`config.mk`:
```
export PLATFORM = sky130hd
export DESIGN_NAME = rpg_guard
export DESIGN_NICKNAME = d
export VERILOG_FILES = /design/src/design/rpg_pkg.sv /design/src/design/rpg_guard.sv
export VERILOG_INCLUDE_DIRS = /design/src /design/src/design
export SDC_FILE = /design/constraint.sdc
export NUM_CORES = 1
export LEC_CHECK = 0
export BUFFER_PORTS_ARGS = -buffer_cell sky130_fd_sc_hd__buf_2
export CAP_MARGIN = 5
export CORE_MARGIN = 3
export CORE_UTILIZATION = 48
export DETAILED_ROUTE_END_ITERATION = 8
export PLACE_DENSITY = 0.82
export SLEW_MARGIN = 30
export SYNTH_ARGS = -nofsm -noshare
export SYNTH_HDL_FRONTEND = slang
export SYNTH_SLANG_ARGS = --single-unit
```
`constraint.sdc`:
```
create_clock -name MCLK_I -period 2 [get_ports MCLK_I]
set_input_delay 0 -clock MCLK_I [delete_from_list [all_inputs] [get_ports MCLK_I]]
set_output_delay 0 -clock MCLK_I [all_outputs]
set_load 0.05 [all_outputs]
```
`src/design/rpg_params.svh`:
```
// Offsets, field positions, reset values and timing of the guard block
`ifndef RPG_PARAMS_SVH
`define RPG_PARAMS_SVH

// ---------------------------------------------------------------
// Register byte offsets
// ---------------------------------------------------------------
`define RPG_OFS_SEL 8'h00
`define RPG_OFS_CMD 8'h04
`define RPG_OFS_STAT 8'h08
`define RPG_OFS_ACC 8'h0C
`define RPG_OFS_MODE 8'h10

// ---------------------------------------------------------------
// Field positions
// ---------------------------------------------------------------
`define RPG_SEL_F 4:0
`define RPG_CMD_CLR 0
`define RPG_MD_OPM 1:0
`define RPG_MD_RS485 2
`define RPG_MD_SRC 4:3
`define RPG_MD_COAST 5
`define RPG_ST_TRIP 0
`define RPG_ST_LOSS 1
`define RPG_ST_PS 2
`define RPG_ST_OUT 3
`define RPG_ST_DECEL 4
`define RPG_ST_SEEN 5
`define RPG_ST_PSFP 6
`define RPG_ACC_TH 15:0
`define RPG_ACC_BR 31:16

// ---------------------------------------------------------------
// Reset values and bus answers
// ---------------------------------------------------------------
`define RPG_SEL_RST 5'h0E
`define RPG_RESP_OK 2'h0
`define RPG_RESP_ERR 2'h2

// ---------------------------------------------------------------
// Timing
// ---------------------------------------------------------------
`define RPG_CLK_KHZ 10000
`define RPG_LOSS_MS 1000
`define RPG_LOSS_CYC (`RPG_LOSS_MS * `RPG_CLK_KHZ)

`endif

```
`src/design/rpg_pkg.sv`:
```
// Types of the reset, panel-loss and panel-stop guard
package rpg_pkg;

  typedef enum logic [1:0] {
    RPG_IDLE = 2'b00,
    RPG_RUN = 2'b01,
    RPG_DECEL = 2'b10,
    RPG_TRIP = 2'b11
  } rpg_motion_e;

  typedef enum logic [1:0] {
    RPG_PANEL = 2'b00,
    RPG_EXTERNAL = 2'b01,
    RPG_COMM = 2'b10
  } rpg_mode_e;

  typedef enum logic [1:0] {
    RPG_SRC_AUTO = 2'b00,
    RPG_SRC_UNIT = 2'b01,
    RPG_SRC_FRONT = 2'b10
  } rpg_src_e;

  typedef struct packed {
    rpg_motion_e mot;
    logic outen;
    logic decel;
    logic [4:0] sel;
    rpg_mode_e opm;
    logic rs485;
    rpg_src_e src;
    logic coast;
    logic seen;
    logic [23:0] lcnt;
    logic loss;
    logic ps;
    logic ps_fp;
    logic trip;
    logic start_q;
    logic [15:0] therm;
    logic [15:0] brake;
    logic awrdy;
    logic wrdy;
    logic awgot;
    logic wgot;
    logic [7:0] awa;
    logic [31:0] wd;
    logic [3:0] ws;
    logic bvalid;
    logic [1:0] bresp;
    logic arrdy;
    logic rvalid;
    logic [31:0] rdata;
    logic [1:0] rresp;
  } rpg_state_s;

endpackage

```
`src/design/rpg_guard.sv`:
```
// Reset acceptance, panel-loss trip and panel-stop guard with AXI4-Lite
`timescale 1ns/1ns
`include "rpg_params.svh"

// How it works
// Selector takes 0-3, 14-17; starts at 14
// Selector writable in any operating state
// Parameter clear leaves selector untouched
// Odd codes: pin/comm reset only when tripped
// Accepted reset while running: output off, coast
// Every reset clears thermal and brake accumulators
// Panel reset key acts only while tripped
// Codes 2,3,16,17: panel gone over 1s trips
// Codes 0,1,14,15: panel loss keeps running
// Panel absent since power-on is no loss
// Panel jog still decelerates on panel loss
// RS-485 via connector disables loss detection
// Codes 0-3: no latch, stop only panel mode
// Codes 14-17: stop key works in all modes
// Latched stop cleared only by issuing unit
// Power reset or terminal reset clears latch
// Operator releases start, clears, restarts
// Panel stop decelerates even with coast setting
// Stop from unselected unit in panel mode latches
// Front stop during RS-485 panel mode latches
// Source 9999: detachable unit beats front panel
// Trip holds until accepted reset or power-up
module rpg_guard #(
  parameter int LOSS_CYCLES = `RPG_LOSS_CYC
) (
  input wire logic MCLK_I,
  input wire logic RST_N_I,
  input wire logic [7:0] AXI_AWADDR_I,
  input wire logic AXI_AWVALID_I,
  output logic AXI_AWREADY_O,
  input wire logic [31:0] AXI_WDATA_I,
  input wire logic [3:0] AXI_WSTRB_I,
  input wire logic AXI_WVALID_I,
  output logic AXI_WREADY_O,
  output logic [1:0] AXI_BRESP_O,
  output logic AXI_BVALID_O,
  input wire logic AXI_BREADY_I,
  input wire logic [7:0] AXI_ARADDR_I,
  input wire logic AXI_ARVALID_I,
  output logic AXI_ARREADY_O,
  output logic [31:0] AXI_RDATA_O,
  output logic [1:0] AXI_RRESP_O,
  output logic AXI_RVALID_O,
  input wire logic AXI_RREADY_I,
  input wire logic EXTERNAL_RESET_INPUT_I,
  input wire logic COMM_RESET_I,
  input wire logic FORWARD_START_INPUT_I,
  input wire logic REVERSE_START_INPUT_I,
  input wire logic PANEL_RUN_I,
  input wire logic PANEL_JOG_I,
  input wire logic UNIT_PRESENT_I,
  input wire logic UNIT_STOP_KEY_I,
  input wire logic FRONT_STOP_KEY_I,
  input wire logic UNIT_RESET_KEY_I,
  input wire logic FRONT_RESET_KEY_I,
  input wire logic UNIT_STOP_CLEAR_I,
  input wire logic FRONT_STOP_CLEAR_I,
  input wire logic MOTOR_STOPPED_I,
  input wire logic FAULT_I,
  input wire logic THERMAL_INC_I,
  input wire logic BRAKE_INC_I,
  output logic OUTPUT_EN_O,
  output logic DECEL_O,
  output logic TRIPPED_O,
  output logic PANEL_LOSS_FAULT_O,
  output logic PANEL_STOP_LATCHED_O
);

  localparam logic [23:0] LOSS_LIM = LOSS_CYCLES[23:0];

  rpg_pkg::rpg_state_s q;
  rpg_pkg::rpg_state_s n;

  logic tripped;
  logic rst_pin_ok;
  logic rst_key_ok;
  logic rst_any;
  logic hi_codes;
  logic trip_sel;
  logic det_en;
  logic absent;
  logic lost;
  logic jog_lost;
  logic start;
  logic start_rise;
  logic unit_sel;
  logic front_sel;
  logic stop_hit;
  logic stop_latch;
  logic ps_clear;
  logic [31:0] stat;
  logic [31:0] acc;

  // ---------------------------------------------------------------
  // Selector code check
  // ---------------------------------------------------------------
  function automatic logic sel_legal(input logic [4:0] c);
    sel_legal = (c <= 5'h03) || ((c >= 5'h0E) && (c <= 5'h11));
  endfunction

  // ---------------------------------------------------------------
  // Next state
  // ---------------------------------------------------------------
  always_comb begin
    n = q;
    tripped = (q.mot == rpg_pkg::RPG_TRIP);
    hi_codes = q.sel[4] | q.sel[3];
    // odd code restricts reset
    rst_pin_ok = (EXTERNAL_RESET_INPUT_I | COMM_RESET_I) &
                 (~q.sel[0] | tripped);
    // panel key only tripped
    rst_key_ok = (UNIT_RESET_KEY_I | FRONT_RESET_KEY_I) & tripped;
    rst_any = rst_pin_ok | rst_key_ok;

    // trip-on-loss codes
    trip_sel = hi_codes ? q.sel[4] : q.sel[1];
    // RS-485 disables detection
    det_en = trip_sel & ~q.rs485;
    // only after panel seen
    absent = q.seen & ~UNIT_PRESENT_I;
    lost = det_en & absent & (q.lcnt == LOSS_LIM);
    // jog stops on panel loss
    jog_lost = PANEL_JOG_I & (q.opm == rpg_pkg::RPG_PANEL) &
               absent & ~trip_sel;

    // unit wins in auto source
    unit_sel = 1'b0;
    front_sel = 1'b0;
    if (!(q.rs485 && q.opm == rpg_pkg::RPG_PANEL)) begin
      unique case (q.src)
        rpg_pkg::RPG_SRC_AUTO: begin
          unit_sel = UNIT_PRESENT_I;
          front_sel = ~UNIT_PRESENT_I;
        end
        rpg_pkg::RPG_SRC_UNIT: unit_sel = 1'b1;
        rpg_pkg::RPG_SRC_FRONT: front_sel = 1'b1;
        default: front_sel = 1'b1;
      endcase
    end

    stop_hit = 1'b0;
    stop_latch = 1'b0;
    if (hi_codes) begin
      // stop in every mode
      stop_hit = (UNIT_STOP_KEY_I & UNIT_PRESENT_I) | FRONT_STOP_KEY_I;
      // unselected unit latches
      // front stop in RS-485
      stop_latch = ((UNIT_STOP_KEY_I & UNIT_PRESENT_I & ~unit_sel) |
                    (FRONT_STOP_KEY_I & ~front_sel)) |
                   (stop_hit & (q.opm != rpg_pkg::RPG_PANEL));
    end else begin
      // panel mode only, no latch
      stop_hit = (q.opm == rpg_pkg::RPG_PANEL) &
                 ((UNIT_STOP_KEY_I & UNIT_PRESENT_I) | FRONT_STOP_KEY_I);
    end

    // clear from issuing unit
    ps_clear = q.ps & (q.ps_fp ? FRONT_STOP_CLEAR_I : UNIT_STOP_CLEAR_I);

    start = FORWARD_START_INPUT_I | REVERSE_START_INPUT_I | PANEL_RUN_I;
    start_rise = start & ~q.start_q;
    n.start_q = start;

    // ---------------------------------------------------------------
    // Panel presence and loss timer
    // ---------------------------------------------------------------
    if (UNIT_PRESENT_I) begin
      n.seen = 1'b1;
    end
    if (det_en && absent) begin
      if (q.lcnt != LOSS_LIM) begin
        n.lcnt = q.lcnt + 24'h000001;
      end
    end else begin
      n.lcnt = 24'h000000;
    end

    // ---------------------------------------------------------------
    // Panel stop latch
    // ---------------------------------------------------------------
    if (ps_clear) begin
      n.ps = 1'b0;
    end
    if (stop_latch && (!q.ps || ps_clear)) begin
      n.ps = 1'b1;
      n.ps_fp = ~(UNIT_STOP_KEY_I & UNIT_PRESENT_I);
    end

    // ---------------------------------------------------------------
    // Motion
    // ---------------------------------------------------------------
    unique case (q.mot)
      rpg_pkg::RPG_IDLE: begin
        // no restart while latched
        if (start_rise && !q.ps && !stop_hit) begin
          n.mot = rpg_pkg::RPG_RUN;
        end
      end
      rpg_pkg::RPG_RUN: begin
        // panel stop always decelerates
        if (stop_hit || jog_lost) begin
          n.mot = rpg_pkg::RPG_DECEL;
        end else if (!start) begin
          n.mot = q.coast ? rpg_pkg::RPG_IDLE : rpg_pkg::RPG_DECEL;
        end
      end
      rpg_pkg::RPG_DECEL: begin
        if (MOTOR_STOPPED_I) begin
          n.mot = rpg_pkg::RPG_IDLE;
        end
      end
      rpg_pkg::RPG_TRIP: begin
        // trip holds
        n.mot = rpg_pkg::RPG_TRIP;
      end
    endcase

    // loss trips only on trip codes
    if (lost) begin
      n.loss = 1'b1;
      n.mot = rpg_pkg::RPG_TRIP;
    end
    if (FAULT_I) begin
      n.mot = rpg_pkg::RPG_TRIP;
    end

    if (q.outen) begin
      n.therm = q.therm + {15'h0000, THERMAL_INC_I};
      n.brake = q.brake + {15'h0000, BRAKE_INC_I};
    end

    if (rst_any) begin
      // output off at once
      n.mot = rpg_pkg::RPG_IDLE;
      n.loss = 1'b0;
      n.lcnt = 24'h000000;
      // clear accumulators
      n.therm = 16'h0000;
      n.brake = 16'h0000;
      n.start_q = 1'b1;
    end
    if (rst_pin_ok) begin
      // terminal reset clears latch
      n.ps = 1'b0;
    end

    n.outen = (n.mot == rpg_pkg::RPG_RUN) || (n.mot == rpg_pkg::RPG_DECEL);
    n.decel = (n.mot == rpg_pkg::RPG_DECEL);
    n.trip = (n.mot == rpg_pkg::RPG_TRIP);

    // ---------------------------------------------------------------
    // AXI4-Lite write
    // ---------------------------------------------------------------
    if (AXI_AWVALID_I && q.awrdy) begin
      n.awrdy = 1'b0;
      n.awgot = 1'b1;
      n.awa = AXI_AWADDR_I;
    end
    if (AXI_WVALID_I && q.wrdy) begin
      n.wrdy = 1'b0;
      n.wgot = 1'b1;
      n.wd = AXI_WDATA_I;
      n.ws = AXI_WSTRB_I;
    end
    if (q.bvalid && AXI_BREADY_I) begin
      n.bvalid = 1'b0;
      n.awrdy = 1'b1;
      n.wrdy = 1'b1;
    end
    if (q.awgot && q.wgot) begin
      n.awgot = 1'b0;
      n.wgot = 1'b0;
      n.bvalid = 1'b1;
      n.bresp = `RPG_RESP_OK;
      unique case (q.awa)
        `RPG_OFS_SEL: begin
          // legal codes only
          // any operating state
          if (q.ws[0] && sel_legal(q.wd[`RPG_SEL_F])) begin
            n.sel = q.wd[`RPG_SEL_F];
          end
        end
        `RPG_OFS_MODE: begin
          if (q.ws[0]) begin
            if (q.wd[`RPG_MD_OPM] != 2'h3) begin
              n.opm = rpg_pkg::rpg_mode_e'(q.wd[`RPG_MD_OPM]);
            end
            if (q.wd[`RPG_MD_SRC] != 2'h3) begin
              n.src = rpg_pkg::rpg_src_e'(q.wd[`RPG_MD_SRC]);
            end
            n.rs485 = q.wd[`RPG_MD_RS485];
            n.coast = q.wd[`RPG_MD_COAST];
          end
        end
        `RPG_OFS_CMD: begin
          // clear keeps selector
          if (q.ws[0] && q.wd[`RPG_CMD_CLR]) begin
            n.opm = rpg_pkg::RPG_PANEL;
            n.src = rpg_pkg::RPG_SRC_AUTO;
            n.rs485 = 1'b0;
            n.coast = 1'b0;
          end
        end
        `RPG_OFS_STAT, `RPG_OFS_ACC: n.bresp = `RPG_RESP_OK;
        default: n.bresp = `RPG_RESP_ERR;
      endcase
    end

    // ---------------------------------------------------------------
    // AXI4-Lite read
    // ---------------------------------------------------------------
    stat = 32'h00000000;
    stat[`RPG_ST_TRIP] = tripped;
    stat[`RPG_ST_LOSS] = q.loss;
    stat[`RPG_ST_PS] = q.ps;
    stat[`RPG_ST_OUT] = q.outen;
    stat[`RPG_ST_DECEL] = q.decel;
    stat[`RPG_ST_SEEN] = q.seen;
    stat[`RPG_ST_PSFP] = q.ps_fp;
    acc = 32'h00000000;
    acc[`RPG_ACC_TH] = q.therm;
    acc[`RPG_ACC_BR] = q.brake;
    if (q.rvalid && AXI_RREADY_I) begin
      n.rvalid = 1'b0;
      n.arrdy = 1'b1;
    end
    if (AXI_ARVALID_I && q.arrdy) begin
      n.arrdy = 1'b0;
      n.rvalid = 1'b1;
      n.rresp = `RPG_RESP_OK;
      unique case (AXI_ARADDR_I)
        `RPG_OFS_SEL: n.rdata = {27'h0000000, q.sel};
        `RPG_OFS_CMD: n.rdata = 32'h00000000;
        `RPG_OFS_STAT: n.rdata = stat;
        `RPG_OFS_ACC: n.rdata = acc;
        `RPG_OFS_MODE: begin
          n.rdata = 32'h00000000;
          n.rdata[`RPG_MD_OPM] = q.opm;
          n.rdata[`RPG_MD_RS485] = q.rs485;
          n.rdata[`RPG_MD_SRC] = q.src;
          n.rdata[`RPG_MD_COAST] = q.coast;
        end
        default: begin
          n.rdata = 32'h00000000;
          n.rresp = `RPG_RESP_ERR;
        end
      endcase
    end
  end

  // ---------------------------------------------------------------
  // State register
  // ---------------------------------------------------------------
  always_ff @(posedge MCLK_I) begin
    if (!RST_N_I) begin
      q <= '0;
      // initial selector 14
      q.sel <= `RPG_SEL_RST;
      q.awrdy <= 1'b1;
      q.wrdy <= 1'b1;
      q.arrdy <= 1'b1;
      q.start_q <= 1'b1;
    end else begin
      q <= n;
    end
  end

  // ---------------------------------------------------------------
  // Outputs
  // ---------------------------------------------------------------
  assign AXI_AWREADY_O = q.awrdy;
  assign AXI_WREADY_O = q.wrdy;
  assign AXI_BVALID_O = q.bvalid;
  assign AXI_BRESP_O = q.bresp;
  assign AXI_ARREADY_O = q.arrdy;
  assign AXI_RVALID_O = q.rvalid;
  assign AXI_RDATA_O = q.rdata;
  assign AXI_RRESP_O = q.rresp;
  assign OUTPUT_EN_O = q.outen;
  assign DECEL_O = q.decel;
  assign TRIPPED_O = q.trip;
  assign PANEL_LOSS_FAULT_O = q.loss;
  assign PANEL_STOP_LATCHED_O = q.ps;

endmodule

```
==> results of run 1 <==
## Yosys cell counts (3+ instances only)
master | number | share of area
o21ai_0 | 27 | 0.022
ha_1 | 8 | 0.016
nand2_1 | 58 | 0.035
clkbuf_1 | 28 | 0.017
mux2i_1 | 17 | 0.028
or4_1 | 14 | 0.017
xnor2_1 | 13 | 0.019
nor4_1 | 8 | 0.0082
a32o_1 | 5 | 0.0082
inv_1 | 14 | 0.0086
buf_1 | 4 | 0.0024
nand3b_1 | 4 | 0.0049
nand2b_1 | 5 | 0.0051
nand4_1 | 16 | 0.016
nand3_1 | 42 | 0.034
a211oi_1 | 3 | 0.0037
and4_1 | 6 | 0.0086
or2_2 | 5 | 0.0051
o22ai_1 | 6 | 0.0061
a22oi_1 | 26 | 0.032
nor2_1 | 71 | 0.043
dfxtp_1 | 133 | 0.43
and2_1 | 4 | 0.0041
nor4b_1 | 5 | 0.0071
buf_4 | 36 | 0.044
a21o_1 | 3 | 0.0037
and3_1 | 6 | 0.0061
a31oi_1 | 3 | 0.0031
nor3_1 | 8 | 0.0065
or3_1 | 18 | 0.018
a21oi_1 | 61 | 0.050
o31ai_1 | 11 | 0.013
xor2_1 | 15 | 0.021
## final timing paths
kind	start	endpoint	slack, ns	cells past startpoint
setup / recovery	q[129]	OUTPUT_EN_O	-0.05	6
hold / removal	FAULT_I	q[162]	0.06	4
setup reg to reg	q[129]	OUTPUT_EN_O	-0.05	6
hold reg to reg	AXI_RDATA_O[5]	AXI_RDATA_O[5]	0.45	2
## final cells by class
type | count | area [µm²]
clock buffer | 17 | 425
clock inverter | 15 | 201
fill | 975 | 4390
inverter | 14 | 52.6
multi-input combinational | 499 | 3100
sequential | 133 | 2670
tap | 168 | 210
timing repair buffer | 175 | 1210
## placed cells by master (no fill, tap or decap), types with 8 or more instances in the layout
cell type / netlist / layout
xor2_1: 15 / 15
mux2i_1: 17 / 17
nor2_1: 71 / 70
clkbuf_16: 0 / 17
xnor2_1: 13 / 13
inv_1: 14 / 13
or3_1: 18 / 18
buf_2: 2 / 90
nand2_1: 58 / 58
o21ai_0: 27 / 26
a21oi_1: 61 / 58
nand4_1: 16 / 16
nor3_1: 8 / 8
dlygate4sd3_1: 0 / 50
a22oi_1: 26 / 26
nor4_1: 8 / 8
nand3_1: 42 / 42
dfxtp_1: 133 / 127
buf_4: 36 / 35
or4_1: 14 / 14
o31ai_1: 11 / 10
## per-stage QoR
step	TNS, ns	utilization	power (mW)	hold slack, ns	setup slack [ns]
final	-0.0965	0.642	6.48	0.0584	-0.0536
after floorplan	0	-	3.01	0.110	0.0240
after detailed placement	0	0.545	3.13	0.258	0.0159
after CTS	-0.0179	0.637	6.48	0.0199	-0.0179
after global routing	-0.289	0.642	6.67	0.0557	-0.126
after global placement	0	0.545	3.12	0.255	0.0517
## worst min-delay path, delay by kind of cell
kind | cells | cell delay, ns
buffers and inverters | 2 | 0.26
AO/OA/AOI/OAI | 2 | 0.18
## timing repair
item / in CTS / in global routing
hold buffers: 50 / 0
hold endpoints to repair: 32 / 0
resized for setup: 1 / 15
pin swaps: 0 / 6
setup endpoints to repair: 1 / 13
## power groups by stage
stage	clock, mW	sequential [mW]	combinational (mW)
2_1_floorplan	0	2.80	0.210
3_3_place_gp	0	2.79	0.327
3_5_place_dp	0	2.79	0.333
4_1_cts	3.33	2.74	0.410
5_1_grt	3.46	2.75	0.465
6_report	3.31	2.74	0.430
## layer usage
layer / vias up / global-route usage / share of wire
li1: 2806 / - / -
met1: 2688 / 0.276 / 0.44
met2: 205 / 0.353 / 0.48
met3: 29 / 0.0527 / 0.061
met4: 0 / 0.105 / 0.023
met5: - / 0 / 0
## cell families after synthesis
kind of cell	Yosys count	share of synthesized area
buf+inv	85	0.0757
mux	19	0.0314
compound gates	158	0.161
xor+xnor	28	0.0400
simple gates	284	0.241
fa+ha+maj	8	0.0163
other cells	1	0.000611
flops	133	0.434
==> qor.csv, run 1 <==
stage;metric;value;unit
layout;layout cell share with drive strength beyond 1;0.224;
die;num rows;40;
synth;ys flop type;dfxtp_1;
synth;number of enable flip-flop cells after synthesis;0;
layout;Largest register FFs;57;
cts;TritonCTS Sinks;133;
critical_path;Max stage delay on crit path;0.56;ns
sta;minimum clock period;2.05;ns
layout;Final Cell Area;7880;µm²
critical_path;arrival time at the worst endpoint;2.36;ns
sta;Fin. Hold Viols;0;
critical_path;CP delay by family, top;compound AO/OA/AOI/OAI gates;
layout;Syn-to-layout area delta;28.4;%
grt;initial antenna violation count;0;
pwr;Leakage;2.91;nW
routing;wire per inst;15.2;µm
routing;Pre-antenna DRT Iters;7;
cts;setup bufs post-CTS;0;
sta;Final Worst Setup Slack;-0.0536;ns
die;Ports;122;
placement;Area after DPL;6690;µm²
grt;vias in the first global route;5395;
pwr;pwr/cell area;822;nW/µm²
sta;achievable frequency;487;MHz
synth;register area share after synthesis;0.434;
synth;synth warn;0;
die;die footprint;14200;µm²
critical_path;Setup CP Type;reg2reg;
hold_path;worst min path class;in2reg;
pwr;Internal;4.97;mW
sta;RSZ-0062 raised after global routing;true;
routing;Detailed Route WL;15500;µm
synth;synthesis-stage register bit count;133;
sta;Worst Max-Slew Pin Slew;0.673;ns
sta;final worst clock skew;0.0126;ns
routing;Via density;5.61;
routing;DRC;0;
placement;IO Port Bufs;90;
critical_path;Max Fanout on Critical Path;4;
placement;Cells after DPL;939;
layout;Final nets;924;
run;Max Cap Viol;0;
routing;Detail Route Antenna Nets;0;
sta;max-slew violations;0;
grt;first-pass GRT wire length;25600;µm
cts;CTS max path bufs;2;
grt;maximum number of pins on one net before global-route repair;36;
layout;Final Non-Filler Cells;1021;
cts;CTS clk-pin slew, worst paths;0.06;ns
critical_path;Critical Path Start Type;register;
die;Die Width;119;µm
die;Initial Util;0.500;
placement;routability cong.;0.877;
pwr;Net Switching;1.51;mW
status;status;finished with violations;
cts;root buf cell;clkbuf_16;
synth;Async SR Flop Fraction;0;
status;failing checks;negative setup slack;
critical_path;buffer and inverter count on the worst path;0;
die;core area;12300;µm²
layout;Reg with most FFs;q;
synth;synthesized area per cell;8.57;µm²
pwr;Flop pwr share;0.423;
die;Die H;119;µm
cts;TritonCTS Buffers;17;
critical_path;Crit-path slowest cell;or4b_4;
critical_path;Critical Path RT;2.31;ns
synth;synthesized area;6140;µm²
pwr;maximum VDD drop;509;µV
placement;DP HPWL;9810;µm
pwr;Clk pwr share;0.510;
routing;DR vias;5728;
sta;ratio of final minimum period to clock period;1.03;
grt;gr usage total;0.219;
cts;H-tree depth;4;
cts;CTS tree;yes;
critical_path;nature of the critical path endpoint;register;
layout;n_diodes;0;
cts;Clk Latency, worst-skew pair;0.42;ns
pwr;switching part of the total power;0.233;
critical_path;CP cell instances;or4b_4, a2111oi_4, a21oi_2, a31o_2, ha_4, nor2_2;
sta;final number of setup-violating endpoints;2;
routing;Iteration-0 DRC Markers;468;
grt;grt total ovfl;0;
pwr;Comb pwr share;0.066;
sta;Max-Slew Margin vs Limit;0.551;
synth;Yosys cell types;62;
synth;Syn Inst Count;716;
(Power assumes the default switching activity.)
==> run 2: changes to the inputs <==
--- a/config.mk
+++ b/config.mk
@@ -12,6 +12,7 @@
 export CORE_UTILIZATION = 48
 export DETAILED_ROUTE_END_ITERATION = 8
 export PLACE_DENSITY = 0.82
+export SKIP_LAST_GASP = 1
 export SLEW_MARGIN = 30
 export SYNTH_ARGS = -nofsm -noshare
 export SYNTH_HDL_FRONTEND = slang
==> qor.csv, run 2 (same netlist as run 1, synthesis figures left out) <==
stage;metric;value;unit;change
placement;DP HPWL;9810;µm;unchanged
layout;n_diodes;0;;unchanged
hold_path;worst min path class;in2reg;;
cts;CTS tree;yes;;
routing;DRC;0;;unchanged
hold_path;hold path start;FAULT_I;;
grt;maximum number of pins on one net before global-route repair;36;;unchanged
placement;Cells after DPL;939;;unchanged
pwr;pwr/cell area;824;nW/µm²;+0.20%
pwr;Leakage;2.91;nW;about the same
critical_path;R2R Setup Slk;-0.01;ns;+0.04 ns
routing;Detail Route Antenna Nets;0;;unchanged
die;Die H;119;µm;unchanged
layout;Final Non-Filler Cells;1021;;unchanged
pwr;maximum VDD drop;502;µV;-1.5%
critical_path;Setup CP Type;reg2reg;;
layout;layout cell share with drive strength beyond 1;0.217;;-0.00703
layout;most common cell after layout, fill and taps aside;dfxtp_1;;
critical_path;R2R cell count;6;;unchanged
sta;Final Worst Setup Slack;-0.0127;ns;+0.0408 ns
cts;TritonCTS Buffers;17;;unchanged
die;num rows;40;;unchanged
cts;CTS clk-pin slew, worst paths;0.06;ns;about the same
layout;Final Cell Area;7850;µm²;-0.32%
cts;TritonCTS Sinks;133;;unchanged
routing;Via density;5.61;;about the same
sta;RSZ-0062 raised after global routing;true;;
layout;Reg with most FFs;q;;
layout;fill count;976;;+0.10%
routing;Detailed Route WL;15500;µm;-0.12%
placement;routability cong.;0.877;;unchanged
cts;root buf cell;clkbuf_16;;
die;Ports;122;;unchanged
run;Max Cap Viol;0;;unchanged
sta;achievable frequency;497;MHz;+2.0%
pwr;Final Power;6.47;mW;-0.12%
placement;IO Port Bufs;90;;unchanged
grt;gr usage total;0.219;;about the same
die;core area;12300;µm²;unchanged
placement;Area after DPL;6690;µm²;unchanged
critical_path;Max Fanout on Critical Path;4;;unchanged
sta;final number of setup-violating endpoints;1;;-1
cts;H-tree depth;4;;unchanged
routing;DR vias;5730;;+0.035%
critical_path;Critical Path RT;2.35;ns;+0.04 ns
routing;wire per inst;15.2;µm;-0.12%
layout;Largest register FFs;57;;unchanged
placement;pre-CTS setup slack;0.0159;ns;unchanged
die;Die Width;119;µm;unchanged
die;die footprint;14200;µm²;unchanged
die;Initial Util;0.500;;unchanged
routing;Pre-antenna DRT Iters;6;;-1
critical_path;RR Endpoint;OUTPUT_EN_O;;
status;failing checks;negative setup slack;;
status;status;finished with violations;;
routing;Iteration-0 DRC Markers;529;;+13%
critical_path;Critical Path Start Type;register;;
sta;hold slack;0.0483;ns;-0.0101 ns
layout;commonest cells after routing, fill and taps aside;dfxtp_1, buf_2, nor2_1;;
cts;CTS max path bufs;2;;unchanged
critical_path;arrival time at the worst endpoint;2.36;ns;about the same
grt;vias in the first global route;5376;;-0.35%
cts;Clk Latency, worst-skew pair;0.42;ns;about the same
hold_path;hold depth;4;;unchanged
sta;Fin. Hold Viols;0;;unchanged
hold_path;worst hold endpoint;q[162];;
layout;Syn-to-layout area delta;28.0;%;
grt;initial antenna violation count;0;;unchanged
sta;minimum clock period;2.01;ns;-0.0408 ns
layout;Final nets;924;;unchanged
critical_path;nature of the critical path endpoint;register;;
sta;Worst Max-Slew Pin Slew;0.676;ns;+0.00286 ns
grt;grt total ovfl;0;;unchanged
sta;Max-Slew Margin vs Limit;0.549;;-0.00191
sta;ratio of final minimum period to clock period;1.01;;-0.0204
sta;max-slew violations;0;;unchanged
sta;final worst clock skew;0.00648;ns;-0.00610 ns
critical_path;r2r startpoint;q[143];;
grt;first-pass GRT wire length;25600;µm;about the same
==> run 2: metal layers <==
layer / wire (µm) / track usage
met3: 944 / 0.0499
met5: 0 / 0
met2: 7330 / 0.352
met1: 6720 / 0.278
met4: 506 / 0.105
==> run 2: power by group <==
part / internal (mW) / switching [mW]
Sequential: 2.69 / 0.0539
Combinational: 0.184 / 0.244
Clock: 2.09 / 1.21
==> run 2: timing repair <==
| item | in CTS | in global routing |
|---|---|---|
| resized for setup | 0 | 10 |
| buffers inserted | 0 | 0 |
| hold buffers | 50 | 0 |
| hold endpoints to repair | 32 | 0 |
| pin swaps | 0 | 1 |
| endpoints found under the setup margin | 1 | 12 |
==> run 2: worst max path at each step <==
stage / from / endpoint / slack, ns / depth (start not counted)
after global routing: q[143] / OUTPUT_EN_O / -0.13 / 6
after detailed placement: q[143] / OUTPUT_EN_O / 0.02 / 6
after floorplan: q[124] / q[146] / 0.02 / 6
after global placement: q[143] / OUTPUT_EN_O / 0.05 / 6
after CTS: q[148] / OUTPUT_EN_O / -0.02 / 6
final: q[143] / OUTPUT_EN_O / -0.01 / 6
==> run 2: layout make-up <==
type | count | area [µm²] | area share
timing repair buffer | 175 | 1210 | 0.155
clock buffer | 17 | 425 | 0.0542
tap | 168 | 210 | 0.0268
inverter | 14 | 52.6 | 0.00669
clock inverter | 15 | 201 | 0.0257
sequential | 133 | 2670 | 0.340
multi-input combinational | 499 | 3080 | 0.392
==> run 2: per-stage QoR <==
| stage | util | TNS [ns] |
|---|---|---|
| global route | 0.640 | -0.213 |
| CTS | 0.637 | -0.0202 |
| floorplan | - | 0 |
| detailed placement | 0.545 | 0 |
| global placement | 0.545 | 0 |
| finish | 0.640 | -0.0127 |
==> run 2: worst max-delay path, stage by stage, from the launching register on <==
cell and delay [ns]:
dfxtp_2 0.32, or4bb_4 0.54, a2111oi_4 0.32, a21oi_2 0.14, a31o_2 0.23, ha_1 0.29, nor2_1 0.09
==> run 3: changes to the inputs <==
--- a/config.mk
+++ b/config.mk
@@ -8,11 +8,10 @@
 export LEC_CHECK = 0
 export BUFFER_PORTS_ARGS = -buffer_cell sky130_fd_sc_hd__buf_2
 export CAP_MARGIN = 5
-export CORE_MARGIN = 3
+export CORE_MARGIN = 5
 export CORE_UTILIZATION = 48
 export DETAILED_ROUTE_END_ITERATION = 8
 export PLACE_DENSITY = 0.82
-export SKIP_LAST_GASP = 1
 export SLEW_MARGIN = 30
 export SYNTH_ARGS = -nofsm -noshare
 export SYNTH_HDL_FRONTEND = slang
==> qor.csv, run 3 (same netlist as run 1, synthesis figures left out) <==
stage;metric;value;unit;change
status;status;finished with violations;;
status;failing checks;negative setup slack;;
sta;max-slew violations;0;;unchanged
layout;Syn-to-layout area delta;28.3;%;
sta;setup TNS;-0.148;ns;-0.135 ns
layout;Final Cell Area;7870;µm²;+0.29%
die;die footprint;15100;µm²;+6.8%
cts;CTS clk-pin slew, worst paths;0.06;ns;about the same
sta;final number of setup-violating endpoints;4;;+3
routing;WL met3;1260;µm;+34%
layout;Final nets;925;;+0.11%
grt;maximum number of pins on one net before global-route repair;36;;unchanged
pwr;Final Power;6.30;mW;-2.7%
sta;minimum clock period;2.05;ns;+0.0392 ns
placement;Area after DPL;6680;µm²;about the same
layout;Final Non-Filler Cells;1028;;+0.69%
hold_path;worst min path class;in2reg;;
routing;Pre-antenna DRT Iters;7;;+1
layout;layout cell share with drive strength beyond 1;0.234;;+0.0173
layout;Reg with most FFs;q;;
routing;met2 wire length;8000;µm;+9.1%
sta;Max-Slew Margin vs Limit;0.493;;-0.0562
placement;IO Port Bufs;90;;unchanged
grt;vias in the first global route;5462;;+1.6%
critical_path;arrival time at the worst endpoint;2.34;ns;-0.02 ns
die;num rows;41;;+2.5%
placement;routability cong.;0.900;;+2.6%
placement;Cells after DPL;942;;+0.32%
critical_path;buffer and inverter count on the worst path;0;;unchanged
sta;Worst Max-Slew Pin Slew;0.753;ns;+0.0774 ns
cts;root buf cell;clkbuf_16;;
routing;Via density;5.72;;+1.8%
cts;TritonCTS Buffers;17;;unchanged
routing;Detail Route Antenna Nets;0;;unchanged
critical_path;Critical Path Start Type;register;;
cts;H-tree depth;4;;unchanged
die;Die Width;123;µm;+3.4%
grt;gr usage total;0.220;;+0.00113
sta;ratio of final minimum period to clock period;1.03;;+0.0196
pwr;Leakage;2.89;nW;-0.43%
sta;final worst clock skew;0.00621;ns;-0.000273 ns
die;core area;12600;µm²;+2.5%
routing;Detailed Route WL;16700;µm;+7.6%
layout;fill count;996;;+2.0%
routing;DRC;0;;unchanged
layout;most common cell after layout, fill and taps aside;dfxtp_1;;
critical_path;Max Fanout on Critical Path;4;;unchanged
routing;top sig layer;met4;;
layout;commonest cells after routing, fill and taps aside;dfxtp_1, buf_2, nor2_1;;
cts;TritonCTS Sinks;133;;unchanged
critical_path;nature of the critical path endpoint;register;;
die;Ports;122;;unchanged
run;Max Cap Viol;0;;unchanged
critical_path;CP delay by family, top;simple AND/OR/NAND/NOR gates;;
layout;Largest register FFs;57;;unchanged
sta;Final Worst Setup Slack;-0.0520;ns;-0.0392 ns
critical_path;Critical Path RT;2.29;ns;-0.06 ns
routing;met1 WL;6900;µm;+2.7%
die;Die H;123;µm;+3.4%
pwr;maximum VDD drop;524;µV;+4.5%
cts;Clk Latency, worst-skew pair;0.42;ns;about the same
placement;DP HPWL;10200;µm;+3.6%
cts;CTS max path bufs;2;;unchanged
critical_path;CP cell instances;ha_2, nand2_2, or4_2, o31ai_1, a21oi_1;;
routing;DR vias;5876;;+2.5%
sta;Fin. Hold Viols;0;;unchanged
sta;achievable frequency;487;MHz;-1.9%
critical_path;Setup CP Type;reg2reg;;
routing;Iteration-0 DRC Markers;471;;-11%
pwr;pwr/cell area;800;nW/µm²;-3.0%
grt;initial antenna violation count;2;;+2
grt;grt total ovfl;0;;unchanged
die;Initial Util;0.488;;-0.0122
cts;CTS tree;yes;;
critical_path;Max stage delay on crit path;0.72;ns;+0.18 ns
routing;wire per inst;16.2;µm;+6.9%
grt;first-pass GRT wire length;26400;µm;+3.1%
critical_path;Crit-path slowest cell;or4_2;;
sta;RSZ-0062 raised after global routing;true;;
==> run 3: layout make-up <==
cell class                 instances  area (µm²)  share of cell area
multi-input combinational        500        3130               0.397
sequential                       133        2670               0.339
timing repair buffer             175        1210               0.154
clock buffer                      19         433              0.0550
tap                              172         215              0.0273
clock inverter                    13         158              0.0200
inverter                          14        52.6             0.00667
antenna                            2        5.00            0.000636
==> run 3: worst min-delay path: stages <==
cell	delay [ns]
buf_2	0.18
a21oi_1	0.15
a21oi_1	0.07
==> run 3: final timing paths <==
| path | startpoint | to | slack, ns | cells past startpoint |
|---|---|---|---|---|
| max reg2reg | q[125] | q[146] | -0.05 | 5 |
| min | AXI_ARADDR_I[4] | AXI_RRESP_O[1] | 0.03 | 3 |
| min reg2reg | AXI_BRESP_O[1] | AXI_BRESP_O[1] | 0.46 | 2 |
| max | q[125] | q[146] | -0.05 | 5 |
==> run 3: report_power, final <==
| group | switching (mW) | internal (mW) | leakage [nW] | total (mW) |
|---|---|---|---|---|
| clock network | 1.16 | 1.95 | 0.279 | 3.11 |
| logic | 0.257 | 0.188 | 1.53 | 0.445 |
| registers | 0.0530 | 2.69 | 1.08 | 2.74 |
| total | 1.47 | 4.83 | 2.89 | 6.30 |
==> run 3: metrics by stage <==
stage	worst slack, ns	util	hold WS [ns]
global placement	0.0160	0.532	0.238
detailed placement	-0.00508	0.532	0.245
finish	-0.0520	0.626	0.0327
global route	-0.133	0.626	0.0556
floorplan	0.0240	-	0.110
CTS	-0.00769	0.619	0.00576
==> run 3: layer usage <==
metal | GRT usage | vias up
met5 | 0 | -
met4 | 0.0997 | 0
met3 | 0.0590 | 59
met2 | 0.353 | 242
met1 | 0.278 | 2764
li1 | - | 2811
==> run 3: what timing repair did <==
action,in CTS,in global routing
endpoints found under the hold margin,31,0
pin swaps,2,8
hold buffers,49,0
gates resized for setup,1,22
cloned,0,1
setup endpoints to repair,2,11
buffers inserted,1,1
